## src/hdl/sro_regs.svh

```systemverilog
// Register offsets, field positions, reset values and timing counts for the system block
`ifndef SRO_REGS_SVH
`define SRO_REGS_SVH
`define SRO_OFF_CLKOUT_CTRL 4'h0
`define SRO_OFF_PART_ID_HI 4'h1
`define SRO_OFF_PART_ID_LO 4'h2
`define SRO_OFF_WAKE_SC 4'h3
`define SRO_OFF_IRQ_STATUS 4'h4
`define SRO_OFF_IRQ_CLEAR 4'h5
`define SRO_OFF_IRQ_ENABLE 4'h6
`define SRO_BIT_PIN_EN 4
`define SRO_BIT_WFLAG 7
`define SRO_BIT_WACK 6
`define SRO_BIT_WCLKSEL 5
`define SRO_BIT_WIE 4
`define SRO_CLKOUT_RST 8'h00
`define SRO_WAKE_RST 8'h00
`define SRO_PART_ID 12'h5a3
`define SRO_TICK_US 1000
`define SRO_CLK_MHZ 40
`define SRO_TICK_CYC (`SRO_TICK_US * `SRO_CLK_MHZ)
`endif

```

## src/hdl/sro_pkg.sv

```systemverilog
// Types shared by the system block
package sro_pkg;
    typedef struct packed {
        logic [3:0] addr;
        logic [7:0] wdata;
        logic wr;
        logic rd;
    } sro_bus_s;
endpackage

```

## src/hdl/sro_sys.sv

```systemverilog
// Wakeup timer, divided clock output and part identification registers
// Function
// - Pin enable drives divided clock onto pin
// - Output frequency is bus clock over 2N
// - Zero divide with enable holds pin low
// - Twelve-bit part number split over two registers
// - High id reserved bits ignore writes
// - Timer timeout sets read-only flag
// - Writing acknowledge one clears flag
// - Clock select picks internal or external
// - Enable bit gates wakeup_irq only; irq has its own enable register
// - Delay select zero disables timer
// - Internal delays 8 ms to 1.024 s
// - External delays divide by 256 to 32768
// - Internal tick free-running near 1 kHz
// - Unimplemented status bits read zero
`timescale 1ns/1ps
`default_nettype none
`include "sro_regs.svh"
module sro_sys #(
    parameter int TICK_CYC = `SRO_TICK_CYC,
    parameter logic [11:0] PART_ID = `SRO_PART_ID // Arbitrary value
)(
    // Clock and reset
    input wire logic mclk,
    input wire logic rst,
    // Register port
    input wire sro_pkg::sro_bus_s bus,
    output logic [7:0] rdata,
    // External crystal clock enable pulse, one cycle per crystal period
    input wire logic xtal_tick,
    // Clock output pin, enable low while driving
    output logic port_c_bit2_pin_o,
    output logic port_c_bit2_pin_oe_n,
    // Interrupts
    output logic wakeup_irq,
    output logic irq
);
    logic [7:0] clkout_ctrl_r;
    logic [2:0] wake_sel_r;
    logic wakeup_clock_select_r;
    logic wakeup_interrupt_enable_r;
    logic wakeup_timeout_flag_r;
    logic irq_status_r;
    logic irq_enable_r;
    logic [15:0] osc_cnt_r;
    logic osc_tick;
    logic [15:0] wake_cnt_r;
    logic [15:0] wake_limit;
    logic wake_src_tick;
    logic timeout;
    logic [2:0] div_cnt_r;
    logic clk_pin_r;
    logic wr_clk, wr_wake, wr_clr, wr_en;
    logic [2:0] clkout_divide_select;
    logic clkout_pin_enable;

    assign wr_clk = bus.wr && bus.addr == `SRO_OFF_CLKOUT_CTRL;
    assign wr_wake = bus.wr && bus.addr == `SRO_OFF_WAKE_SC;
    assign wr_clr = bus.wr && bus.addr == `SRO_OFF_IRQ_CLEAR;
    assign wr_en = bus.wr && bus.addr == `SRO_OFF_IRQ_ENABLE;
    assign clkout_divide_select = clkout_ctrl_r[2:0];
    assign clkout_pin_enable = clkout_ctrl_r[`SRO_BIT_PIN_EN];

    // Clock output control register, only implemented bits kept
    always_ff @(posedge mclk or posedge rst)
    begin
        if (rst)
            clkout_ctrl_r <= `SRO_CLKOUT_RST;
        else if (wr_clk)
            clkout_ctrl_r <= bus.wdata & 8'h17;
    end

    // Wakeup control fields
    always_ff @(posedge mclk or posedge rst)
    begin
        if (rst)
        begin
            wake_sel_r <= 3'h0;
            wakeup_clock_select_r <= 1'b0;
            wakeup_interrupt_enable_r <= 1'b0;
        end
        else if (wr_wake)
        begin
            wake_sel_r <= bus.wdata[2:0];
            wakeup_clock_select_r <= bus.wdata[`SRO_BIT_WCLKSEL];
            wakeup_interrupt_enable_r <= bus.wdata[`SRO_BIT_WIE];
        end
    end

    // Free-running internal tick, never reset by control writes
    // free-running tick
    always_ff @(posedge mclk or posedge rst)
    begin
        if (rst)
            osc_cnt_r <= 16'h0000;
        else if (osc_cnt_r == 16'(TICK_CYC - 1))
            osc_cnt_r <= 16'h0000;
        else
            osc_cnt_r <= osc_cnt_r + 16'h0001;
    end
    assign osc_tick = osc_cnt_r == 16'(TICK_CYC - 1);

    // Source and period table
    // source select
    always_comb
    begin
        wake_src_tick = wakeup_clock_select_r ? xtal_tick : osc_tick;
        wake_limit = 16'h0000;
        if (!wakeup_clock_select_r)
        begin
            case (wake_sel_r)
                3'h1: wake_limit = 16'd8;
                3'h2: wake_limit = 16'd32;
                3'h3: wake_limit = 16'd64;
                3'h4: wake_limit = 16'd128;
                3'h5: wake_limit = 16'd256;
                3'h6: wake_limit = 16'd512;
                3'h7: wake_limit = 16'd1024;
                default: wake_limit = 16'h0000;
            endcase
        end
        else
        begin
            case (wake_sel_r)
                3'h1: wake_limit = 16'd256;
                3'h2: wake_limit = 16'd1024;
                3'h3: wake_limit = 16'd2048;
                3'h4: wake_limit = 16'd4096;
                3'h5: wake_limit = 16'd8192;
                3'h6: wake_limit = 16'd16384;
                3'h7: wake_limit = 16'd32768;
                default: wake_limit = 16'h0000;
            endcase
        end
    end

    // Wakeup counter, held at zero when disabled or reconfigured
    // zero disables
    always_ff @(posedge mclk or posedge rst)
    begin
        if (rst)
            wake_cnt_r <= 16'h0000;
        else if (wake_sel_r == 3'h0 || wr_wake)
            wake_cnt_r <= 16'h0000;
        else if (wake_src_tick)
            wake_cnt_r <= timeout ? 16'h0000 : wake_cnt_r + 16'h0001;
    end
    assign timeout = wake_sel_r != 3'h0 && wake_src_tick && wake_cnt_r == wake_limit - 16'h0001;

    // Timeout flag, set wins over acknowledge
    // set on timeout
    always_ff @(posedge mclk or posedge rst)
    begin
        if (rst)
            wakeup_timeout_flag_r <= 1'b0;
        else if (timeout)
            wakeup_timeout_flag_r <= 1'b1;
        else if (wr_wake && bus.wdata[`SRO_BIT_WACK])
            wakeup_timeout_flag_r <= 1'b0;
    end

    assign wakeup_irq = wakeup_timeout_flag_r && wakeup_interrupt_enable_r;

    // Block interrupt status, clear and enable
    always_ff @(posedge mclk or posedge rst)
    begin
        if (rst)
        begin
            irq_status_r <= 1'b0;
            irq_enable_r <= 1'b0;
        end
        else
        begin
            if (timeout)
                irq_status_r <= 1'b1;
            else if (wr_clr && bus.wdata[0])
                irq_status_r <= 1'b0;
            if (wr_en)
                irq_enable_r <= bus.wdata[0];
        end
    end
    assign irq = irq_status_r && irq_enable_r;

    // Clock output divider, toggles every N bus cycles
    // divide by 2N
    always_ff @(posedge mclk or posedge rst)
    begin
        if (rst)
        begin
            div_cnt_r <= 3'h0;
            clk_pin_r <= 1'b0;
        end
        else if (clkout_divide_select == 3'h0 || !clkout_pin_enable)
        begin
            div_cnt_r <= 3'h0;
            clk_pin_r <= 1'b0;
        end
        else if (div_cnt_r >= clkout_divide_select - 3'h1)
        begin
            div_cnt_r <= 3'h0;
            clk_pin_r <= ~clk_pin_r;
        end
        else
            div_cnt_r <= div_cnt_r + 3'h1;
    end

    assign port_c_bit2_pin_o = clk_pin_r;
    assign port_c_bit2_pin_oe_n = ~clkout_pin_enable;

    // Read data, one cycle after the strobe
    // part number
    always_ff @(posedge mclk or posedge rst)
    begin
        if (rst)
            rdata <= 8'h00;
        else if (bus.rd)
        begin
            case (bus.addr)
                `SRO_OFF_CLKOUT_CTRL: rdata <= clkout_ctrl_r;
                `SRO_OFF_PART_ID_HI: rdata <= {4'h0, PART_ID[11:8]};
                `SRO_OFF_PART_ID_LO: rdata <= PART_ID[7:0];
                `SRO_OFF_WAKE_SC: rdata <= {wakeup_timeout_flag_r, 1'b0, wakeup_clock_select_r,
                    wakeup_interrupt_enable_r, 1'b0, wake_sel_r};
                `SRO_OFF_IRQ_STATUS: rdata <= {7'h00, irq_status_r};
                `SRO_OFF_IRQ_ENABLE: rdata <= {7'h00, irq_enable_r};
                default: rdata <= 8'h00;
            endcase
        end
        else
            rdata <= 8'h00;
    end

    // Assertions guarding the wakeup flag, the divider and the read port

    a_flag_sets: assert property (@(posedge mclk) disable iff (rst)
        timeout |=> wakeup_timeout_flag_r) else $error("flag not set");

    a_ack_clears: assert property (@(posedge mclk) disable iff (rst)
        wr_wake && bus.wdata[6] && !timeout |=> !wakeup_timeout_flag_r) else $error("ack");

    a_flag_sticky: assert property (@(posedge mclk) disable iff (rst)
        wakeup_timeout_flag_r && !wr_wake |=> wakeup_timeout_flag_r) else $error("sticky");

    a_irq_gate: assert property (@(posedge mclk) disable iff (rst)
        wakeup_irq == (wakeup_timeout_flag_r && wakeup_interrupt_enable_r)) else $error("irq");

    a_timer_off: assert property (@(posedge mclk) disable iff (rst)
        wake_sel_r == 3'h0 |-> !timeout) else $error("disabled timer fired");

    a_pin_low: assert property (@(posedge mclk) disable iff (rst)
        clkout_pin_enable && clkout_divide_select == 3'h0 |=> !port_c_bit2_pin_o)
        else $error("pin not low");

    a_pin_drive: assert property (@(posedge mclk) disable iff (rst)
        port_c_bit2_pin_oe_n == !clkout_pin_enable) else $error("pin enable");

    a_div_one: assert property (@(posedge mclk) disable iff (rst)
        clkout_pin_enable && clkout_divide_select == 3'h1 && $stable(clkout_ctrl_r)
        && $past(clkout_pin_enable) && $past(clkout_divide_select) == 3'h1
        |=> port_c_bit2_pin_o != $past(port_c_bit2_pin_o)) else $error("div");

    a_id_high: assert property (@(posedge mclk) disable iff (rst)
        bus.rd && bus.addr == `SRO_OFF_PART_ID_HI |=> rdata == {4'h0, PART_ID[11:8]})
        else $error("id high");

    a_wsc_zero: assert property (@(posedge mclk) disable iff (rst)
        bus.rd && bus.addr == `SRO_OFF_WAKE_SC |=> rdata[6] == 1'b0 && rdata[3] == 1'b0)
        else $error("zero bits");

    // low id byte
    // The low register carries the whole lower byte of the part number
    a_id_low: assert property (@(posedge mclk) disable iff (rst)
        bus.rd && bus.addr == `SRO_OFF_PART_ID_LO |=> rdata == PART_ID[7:0])
        else $error("id low");

    // reserved bits quiet
    // Reserved nibble reads as zero here, whatever was written before
    a_id_reserved: assert property (@(posedge mclk) disable iff (rst)
        bus.rd && bus.addr == `SRO_OFF_PART_ID_HI |=> rdata[7:4] == 4'h0)
        else $error("id reserved");

    // no set without timeout
    // Software has no path that raises the flag
    a_flag_no_write: assert property (@(posedge mclk) disable iff (rst)
        !wakeup_timeout_flag_r && !timeout |=> !wakeup_timeout_flag_r)
        else $error("flag set without timeout");

    // source select held
    // The source only changes on a write to the wakeup register
    a_clksel_hold: assert property (@(posedge mclk) disable iff (rst)
        !wr_wake |=> $stable(wakeup_clock_select_r))
        else $error("clock select moved");

    // internal source ticks
    // With the internal source selected only internal ticks end a period
    a_src_internal: assert property (@(posedge mclk) disable iff (rst)
        !wakeup_clock_select_r && timeout |-> osc_tick)
        else $error("internal timeout off tick");

    // external source ticks
    // With the external source selected only crystal pulses end a period
    a_src_external: assert property (@(posedge mclk) disable iff (rst)
        wakeup_clock_select_r && timeout |-> xtal_tick)
        else $error("external timeout off pulse");

    // enable held
    // The interrupt enable only changes on a write to the wakeup register
    a_ie_hold: assert property (@(posedge mclk) disable iff (rst)
        !wr_wake |=> $stable(wakeup_interrupt_enable_r))
        else $error("interrupt enable moved");

    // request has a cause
    // A new request follows a timeout or a write that turns the enable on
    a_irq_cause: assert property (@(posedge mclk) disable iff (rst)
        $rose(wakeup_irq) |-> $past(timeout) || $past(wr_wake && bus.wdata[`SRO_BIT_WIE]))
        else $error("request without cause");

    // internal tick bounded
    // The free-running counter never passes its wrap value
    a_osc_bound: assert property (@(posedge mclk) disable iff (rst)
        osc_cnt_r <= 16'(TICK_CYC - 1))
        else $error("tick counter overrun");

    // period counter bounded
    // A running period never counts past its selected length
    a_cnt_bound: assert property (@(posedge mclk) disable iff (rst)
        wake_sel_r != 3'h0 |-> wake_cnt_r < wake_limit)
        else $error("period counter overrun");

    // disabled pin idles low
    // A disabled output leaves the divider flop parked at zero
    a_pin_off: assert property (@(posedge mclk) disable iff (rst)
        !clkout_pin_enable |=> !port_c_bit2_pin_o)
        else $error("disabled pin moving");

    // only control bits kept
    // Bits outside the enable and the divide field never store a one
    a_clk_mask: assert property (@(posedge mclk) disable iff (rst)
        (clkout_ctrl_r & 8'he8) == 8'h00)
        else $error("control spare bit set");

    // read data idles zero
    // Read data stand for one cycle only and are zero otherwise
    a_rdata_idle: assert property (@(posedge mclk) disable iff (rst)
        !bus.rd |=> rdata == 8'h00)
        else $error("read data not idle");
endmodule
`default_nettype wire

```

## config.mk

```make
export PLATFORM = sky130hd
export DESIGN_NAME = sro_sys
export DESIGN_NICKNAME = d
export VERILOG_FILES = /design/src/hdl/sro_pkg.sv /design/src/hdl/sro_sys.sv
export VERILOG_INCLUDE_DIRS = /design/src /design/src/hdl
export SDC_FILE = /design/constraint.sdc
export NUM_CORES = 1
export LEC_CHECK = 0
export ABC_CLOCK_PERIOD_IN_PS = 3700
export BUFFER_PORTS_ARGS = -buffer_cell sky130_fd_sc_hd__buf_4
export CAP_MARGIN = 20
export CORE_ASPECT_RATIO = 1.2
export CORE_UTILIZATION = 45
export DETAILED_ROUTE_END_ITERATION = 12
export SLEW_MARGIN = 20
export SYNTH_ARGS = -nofsm -noshare
export SYNTH_HDL_FRONTEND = slang
export SYNTH_SLANG_ARGS = --single-unit
```

## constraint.sdc

```tcl
create_clock -name mclk -period 3.7 [get_ports mclk]
set_clock_uncertainty 0.15 [all_clocks]
set_input_delay 0.74 -clock mclk [delete_from_list [all_inputs] [get_ports mclk]]
set_output_delay 0.74 -clock mclk [all_outputs]
set_load 0.005 [all_outputs]
```

After elaboration in Yosys (flattened, before gate mapping) --
Index checks and enable logic that the tools add are counted.
Cells by class: magnitude comparators 1, $add $sub $neg 5, bitwise gates (word level) 2, equal/unequal tests 15, reductions and logical operators 21, muxes and demuxes 18
Operator list (number):
- $pmux W16 S7 | 1
- $mux W16 | 5
- $pmux W11 S7 | 1
- $pmux W8 S6 | 1
- $add A16 B1 Y16 const B | 2
- $eq A16 B16 Y1 | 1
- $eq A16 B16 Y1 const B | 1
- $sub A16 B1 Y16 const B | 1
- $eq A3 B3 Y1 const B | 4
- $eq A4 B3 Y1 const B | 3
- $logic_and A1 B1 Y1 | 10
- $eq A4 B2 Y1 const B | 2
- $mux W8 | 1
- $reduce_bool A2 Y1 | 4
- $mux W1 | 7
- $eq A3 B2 Y1 const B | 2
- $logic_not A3 Y1 | 2
- $mux W3 | 2
- $eq A4 B1 Y1 const B | 1
- $logic_not A4 Y1 | 1
- $add A3 B1 Y3 const B | 1
- $eq A3 B1 Y1 const B | 1
- $ge A3 B3 Y1 | 1
- $reduce_bool A3 Y1 | 1
- 4 further kinds | 6
Storage, ports and cells: flip-flop bits (word level) 56, logic and storage cells 74, input port bits 17, output and inout bits 12

Longest topological paths before layout --
depth in word-level cells 9, depth in mapped cells 14, gate-level depth less buffers 10

Worst setup path after synthesis --
Ideal clock, no wire load.
path kind register to register, start reg wake_sel_r[2], end reg wake_cnt_r[10], library setup time 129 ps, stages on the path, launching flop included 15, buffers on the path 5, data required time 3421 ps, slack 741 ps, period minus slack after synthesis 2959 ps, arrival 2679 ps, cell sequence dfrtp_1 buf_4 buf_2 or3_1 ha_1 clkbuf_1 or2_2 o21ai_1 a221oi_2 xnor2_1 nand4bb_1 buf_6 buf_6 a22oi_1 o31ai_1
On the way: cells in the longest elaborated chain, start to end 9, elaborated cells between the ends (all ways) 21, classes of those cells 1 x add/sub; 8 x eq/ne; 6 x mux; 6 x reduce/logical
Ends and longest elaborated chain:
- start, declared | RTL line sro_sys.sv:40 | logic [2:0] wake_sel_r;
- start signal, assigned | RTL line sro_sys.sv:85 | wake_sel_r <= bus.wdata[2:0];
- $eq A3 B3 Y1, or another cell as far along | RTL line sro_sys.sv:112, sro_sys.sv:125
- $pmux W11 S7 or $pmux W16 S7 (tied branches) | RTL line sro_sys.sv:112, sro_sys.sv:125
- $mux W16 | RTL line sro_sys.sv:110 | if (!wakeup_clock_select_r)
- $sub A16 B1 Y16 | RTL line sro_sys.sv:149 | assign timeout = wake_sel_r != 3'h0 && wake_src_tick && wake_cnt_r == wake_limit - 16'h0001;
- $eq A16 B16 Y1 | RTL line sro_sys.sv:149
- $logic_and A1 B1 Y1 | RTL line sro_sys.sv:149
- $mux W16 | RTL line sro_sys.sv:147 | wake_cnt_r <= timeout ? 16'h0000 : wake_cnt_r + 16'h0001;
- $mux W16 | RTL line sro_sys.sv:146 | else if (wake_src_tick)
- $mux W16 | RTL line sro_sys.sv:144 | else if (wake_sel_r == 3'h0 || wr_wake)
- end signal, assigned | RTL line sro_sys.sv:147
- end, declared | RTL line sro_sys.sv:48 | logic [15:0] wake_cnt_r;
Several ways; a longest one is shown, not always the timed one. The select of a mux whose other input is x is not followed. A chain may end at the register's enable or synchronous reset.

Worst setup path after layout --
start reg wake_sel_r[0], end reg wake_cnt_r[10]
Same word-level chain as after synthesis.

==> results_dict.tcl <==
set metrics [dict create \
    post_cts_buffers 0 \
    clock_sinks 54 \
    fin_util_pct 50.89 \
    worst_hold_path_type "reg -> reg" \
    tritoncts "built" \
    die_w_um 78.91 \
    area_growth_pct 9.205 \
    drc_errors 0 \
    async_reset_ff_share_pct 100.0 \
    grtUsageTotal_pct 19.85 \
    clockBufferDepth 2 \
    clk_pin_slew_ns 0.10 \
    end_kind "flip-flop" \
    dpl_cell_area_um2 3408 \
    required_ns 3.76 \
    dp.cells 444 \
    tns_ns 0 \
    ys_seq_elements 54 \
    route.vias.total 2504 \
    num_rows 33 \
    drv_cap 0 \
    p_leak_nw 1.540 \
    ios 29 \
    relSlewSlack_pct 48.71 \
    place_congestion 0.8456 \
    critical_path_arrival_ns 3.36 \
    wirelength_mm 6.600 \
    fin_nets 390 \
    period_share_pct 89.24 \
    core_area_um2 6854 \
    setup_ws_ns 0.3979 \
    ys_warn_count 0 \
    numCtsBuffers 5 \
    overflow 0 \
    root_buffer "clkbuf_8" \
    critPathMaxFanout 16 \
    ys_top_cells_by_count "54 x dfrtp_1, 40 x nand2_1, 25 x nor2_1" \
    synth-edff-count 0 \
    final_cells 451 \
    cts_resized 0 \
    clkLatencyLatePin_ns 0.31 \
    antenna_found_initial 0 \
    netlist.area_leader.share_pct 42.30 \
    vias_per_cell 5.552 \
    start_util_pct 46.60 \
    hold_violations 0 \
    grt_setup_unrepaired "no" \
    n_fill_cell 664 \
    ys_types 53 \
    status "finished, final reports clean" \
    ctsHoldBuffers 0 \
    port-buffer-count 24 \
    syn_area_um2 3194 \
    synth_top_area_cell "dfrtp_1" \
    worstMarginPinSlew_ns 0.7665 \
    grt_pass1_vias 2479 \
    firstDrtPassIters 4 \
    synth_ff_type "dfrtp_1" \
    drive_above_1_share_pct 16.76 \
    setup_viol 0 \
    crit_type "reg -> reg" \
    seq_area_frac_synth_pct 42.30 \
    drv_slew 0 \
    design_area_um2 3488 \
    post-synth-top-count-cell "dfrtp_1" \
    post-route-min-period_ns 3.302 \
    hpwl_mm 4.790 \
    die_area_um2 7441 \
    syn-instance-count 344 \
    drt_iter0_markers 163 \
    max-vdd-ir-drop_v 0.0002233 \
    die_height_um 94.30 \
    place_ws_ns 0.4317 \
    critPathLaunchType "flip-flop" \
    grt_max_degree 35 \
    timing.fmax_mhz 302.8 \
    p_per_area_nw_per_um2 419.0 \
    ant_nets 0 \
    grt_pass1_wl_mm 11.79 \
    antenna-diode-count 0 \
    cts.htree.levels 2 \
    synth_area_leaders "dfrtp_1 42%, nand2_1 4.7%, mux2_2 3.9%" \
    route.detailed.wl_per_inst_um 14.63 \
    synth_area_per_cell_um2 9.286 \
]
-- stage by stage --
step | total power (W) | hold WS, ns
after global routing | 0.001567 | 0.3647
after detailed placement | 0.001151 | 0.3159
after floorplan | 0.001055 | 0.2815
after CTS | 0.001482 | 0.3338
after global placement | 0.001142 | 0.3081
final | 0.001462 | 0.3280
-- worst paths after layout --
path / start / to / slack (ns) / cells past startpoint
worst max-delay path: wake_sel_r[0] / wake_cnt_r[10] / 0.40 / 11
worst min-delay path: osc_cnt_r[4] / osc_cnt_r[4] / 0.33 / 1
worst max register to register: wake_sel_r[0] / wake_cnt_r[10] / 0.40 / 11
worst min register to register: osc_cnt_r[4] / osc_cnt_r[4] / 0.33 / 1
max in group asynchronous: rst / wake_cnt_r[11] / 2.23 / 3
min in group asynchronous: rst / div_cnt_r[0] / 0.39 / 2
-- power breakdown --
group / internal, W / switching, W
Clock: 0.000131 / 0.000193
Sequential: 0.000639 / 0.0000622
Combinational: 0.000205 / 0.000231
Total: 0.000975 / 0.000487
-- kinds of logic (layout without fill, tap and decap cells) --
| kind of cell | Yosys count | count (layout) | synth area share [%] |
|---|---|---|---|
| AND/OR/NAND/NOR | 140 | 140 | 22.48 |
| AO/OA/AOI/OAI | 65 | 65 | 13.91 |
| flip-flops | 54 | 54 | 42.30 |
| buffers and inverters | 36 | 55 | 5.993 |
| XOR/XNOR | 25 | 25 | 6.855 |
| multiplexers | 13 | 13 | 4.505 |
| adder cells (fa/ha/maj) | 10 | 10 | 3.839 |
| other | 1 | 2 | 0.1174 |
-- routing by layer --
layer	global-route usage, %	vias to the layer above	wire (um)
li1	-	1242	-
met1	24.92	1219	2962
met2	35.72	37	3369
met3	3.010	6	209
met4	4.242	0	58
met5	0	-	0
-- state kept, by name, indices dropped and copies added (netlist names), 3 cells and up --
signal / flops
wake_cnt_r: 16
rdata: 6
osc_cnt_r: 16
wake_sel_r: 3
clkout_ctrl_r: 4
div_cnt_r: 3
-- placed cells by master (no fill, tap or decap), types with 2 or more instances in the layout --
cell type | Yosys | routed
dfrtp_1 | 54 | 54
o22ai_1 | 6 | 6
xor2_1 | 11 | 11
or3_1 | 7 | 7
nor3_1 | 7 | 7
a21oi_1 | 17 | 17
a22oi_1 | 3 | 3
o211ai_1 | 2 | 2
nor2b_1 | 2 | 2
nor4_1 | 2 | 2
nand2_1 | 40 | 40
nor2_1 | 25 | 25
and3_1 | 9 | 9
mux2_2 | 11 | 11
ha_1 | 9 | 9
xnor2_1 | 14 | 14
nand2b_1 | 8 | 8
inv_2 | 1 | 2
nand3_1 | 20 | 20
and2_1 | 3 | 3
conb_1 | 1 | 2
nor3b_1 | 2 | 2
or2_2 | 5 | 5
mux2i_1 | 2 | 2
a31oi_1 | 6 | 6
buf_4 | 4 | 30
o21ai_0 | 11 | 11
inv_1 | 17 | 16
a22o_1 | 2 | 2
nand4_1 | 5 | 5
clkbuf_8 | 0 | 5
o31ai_1 | 5 | 5
-- worst max-delay path, stage by stage (launching register included) --
cell	delay (ns)
dfrtp_1	0.63
nand2b_1	0.20
or3_1	0.38
ha_1	0.31
or2_2	0.30
o21ai_1	0.15
a221oi_2	0.09
xnor2_1	0.13
nand4bb_1	0.14
buf_4	0.24
nand3_4	0.18
o31ai_1	0.28
-- cell type report --
cell class / count / area, um^2 / share of cell area [%]
multi-input cells: 255 / 1655 / 47.45
clock inverters: 1 / 7.507 / 0.2152
well taps: 87 / 108.9 / 3.121
repair buffers: 30 / 225.2 / 6.456
clock buffers: 6 / 72.57 / 2.080
flip-flops and latches: 54 / 1351 / 38.74
inverters: 18 / 67.56 / 1.937
Note: power is estimated with default switching activity, not from simulation.
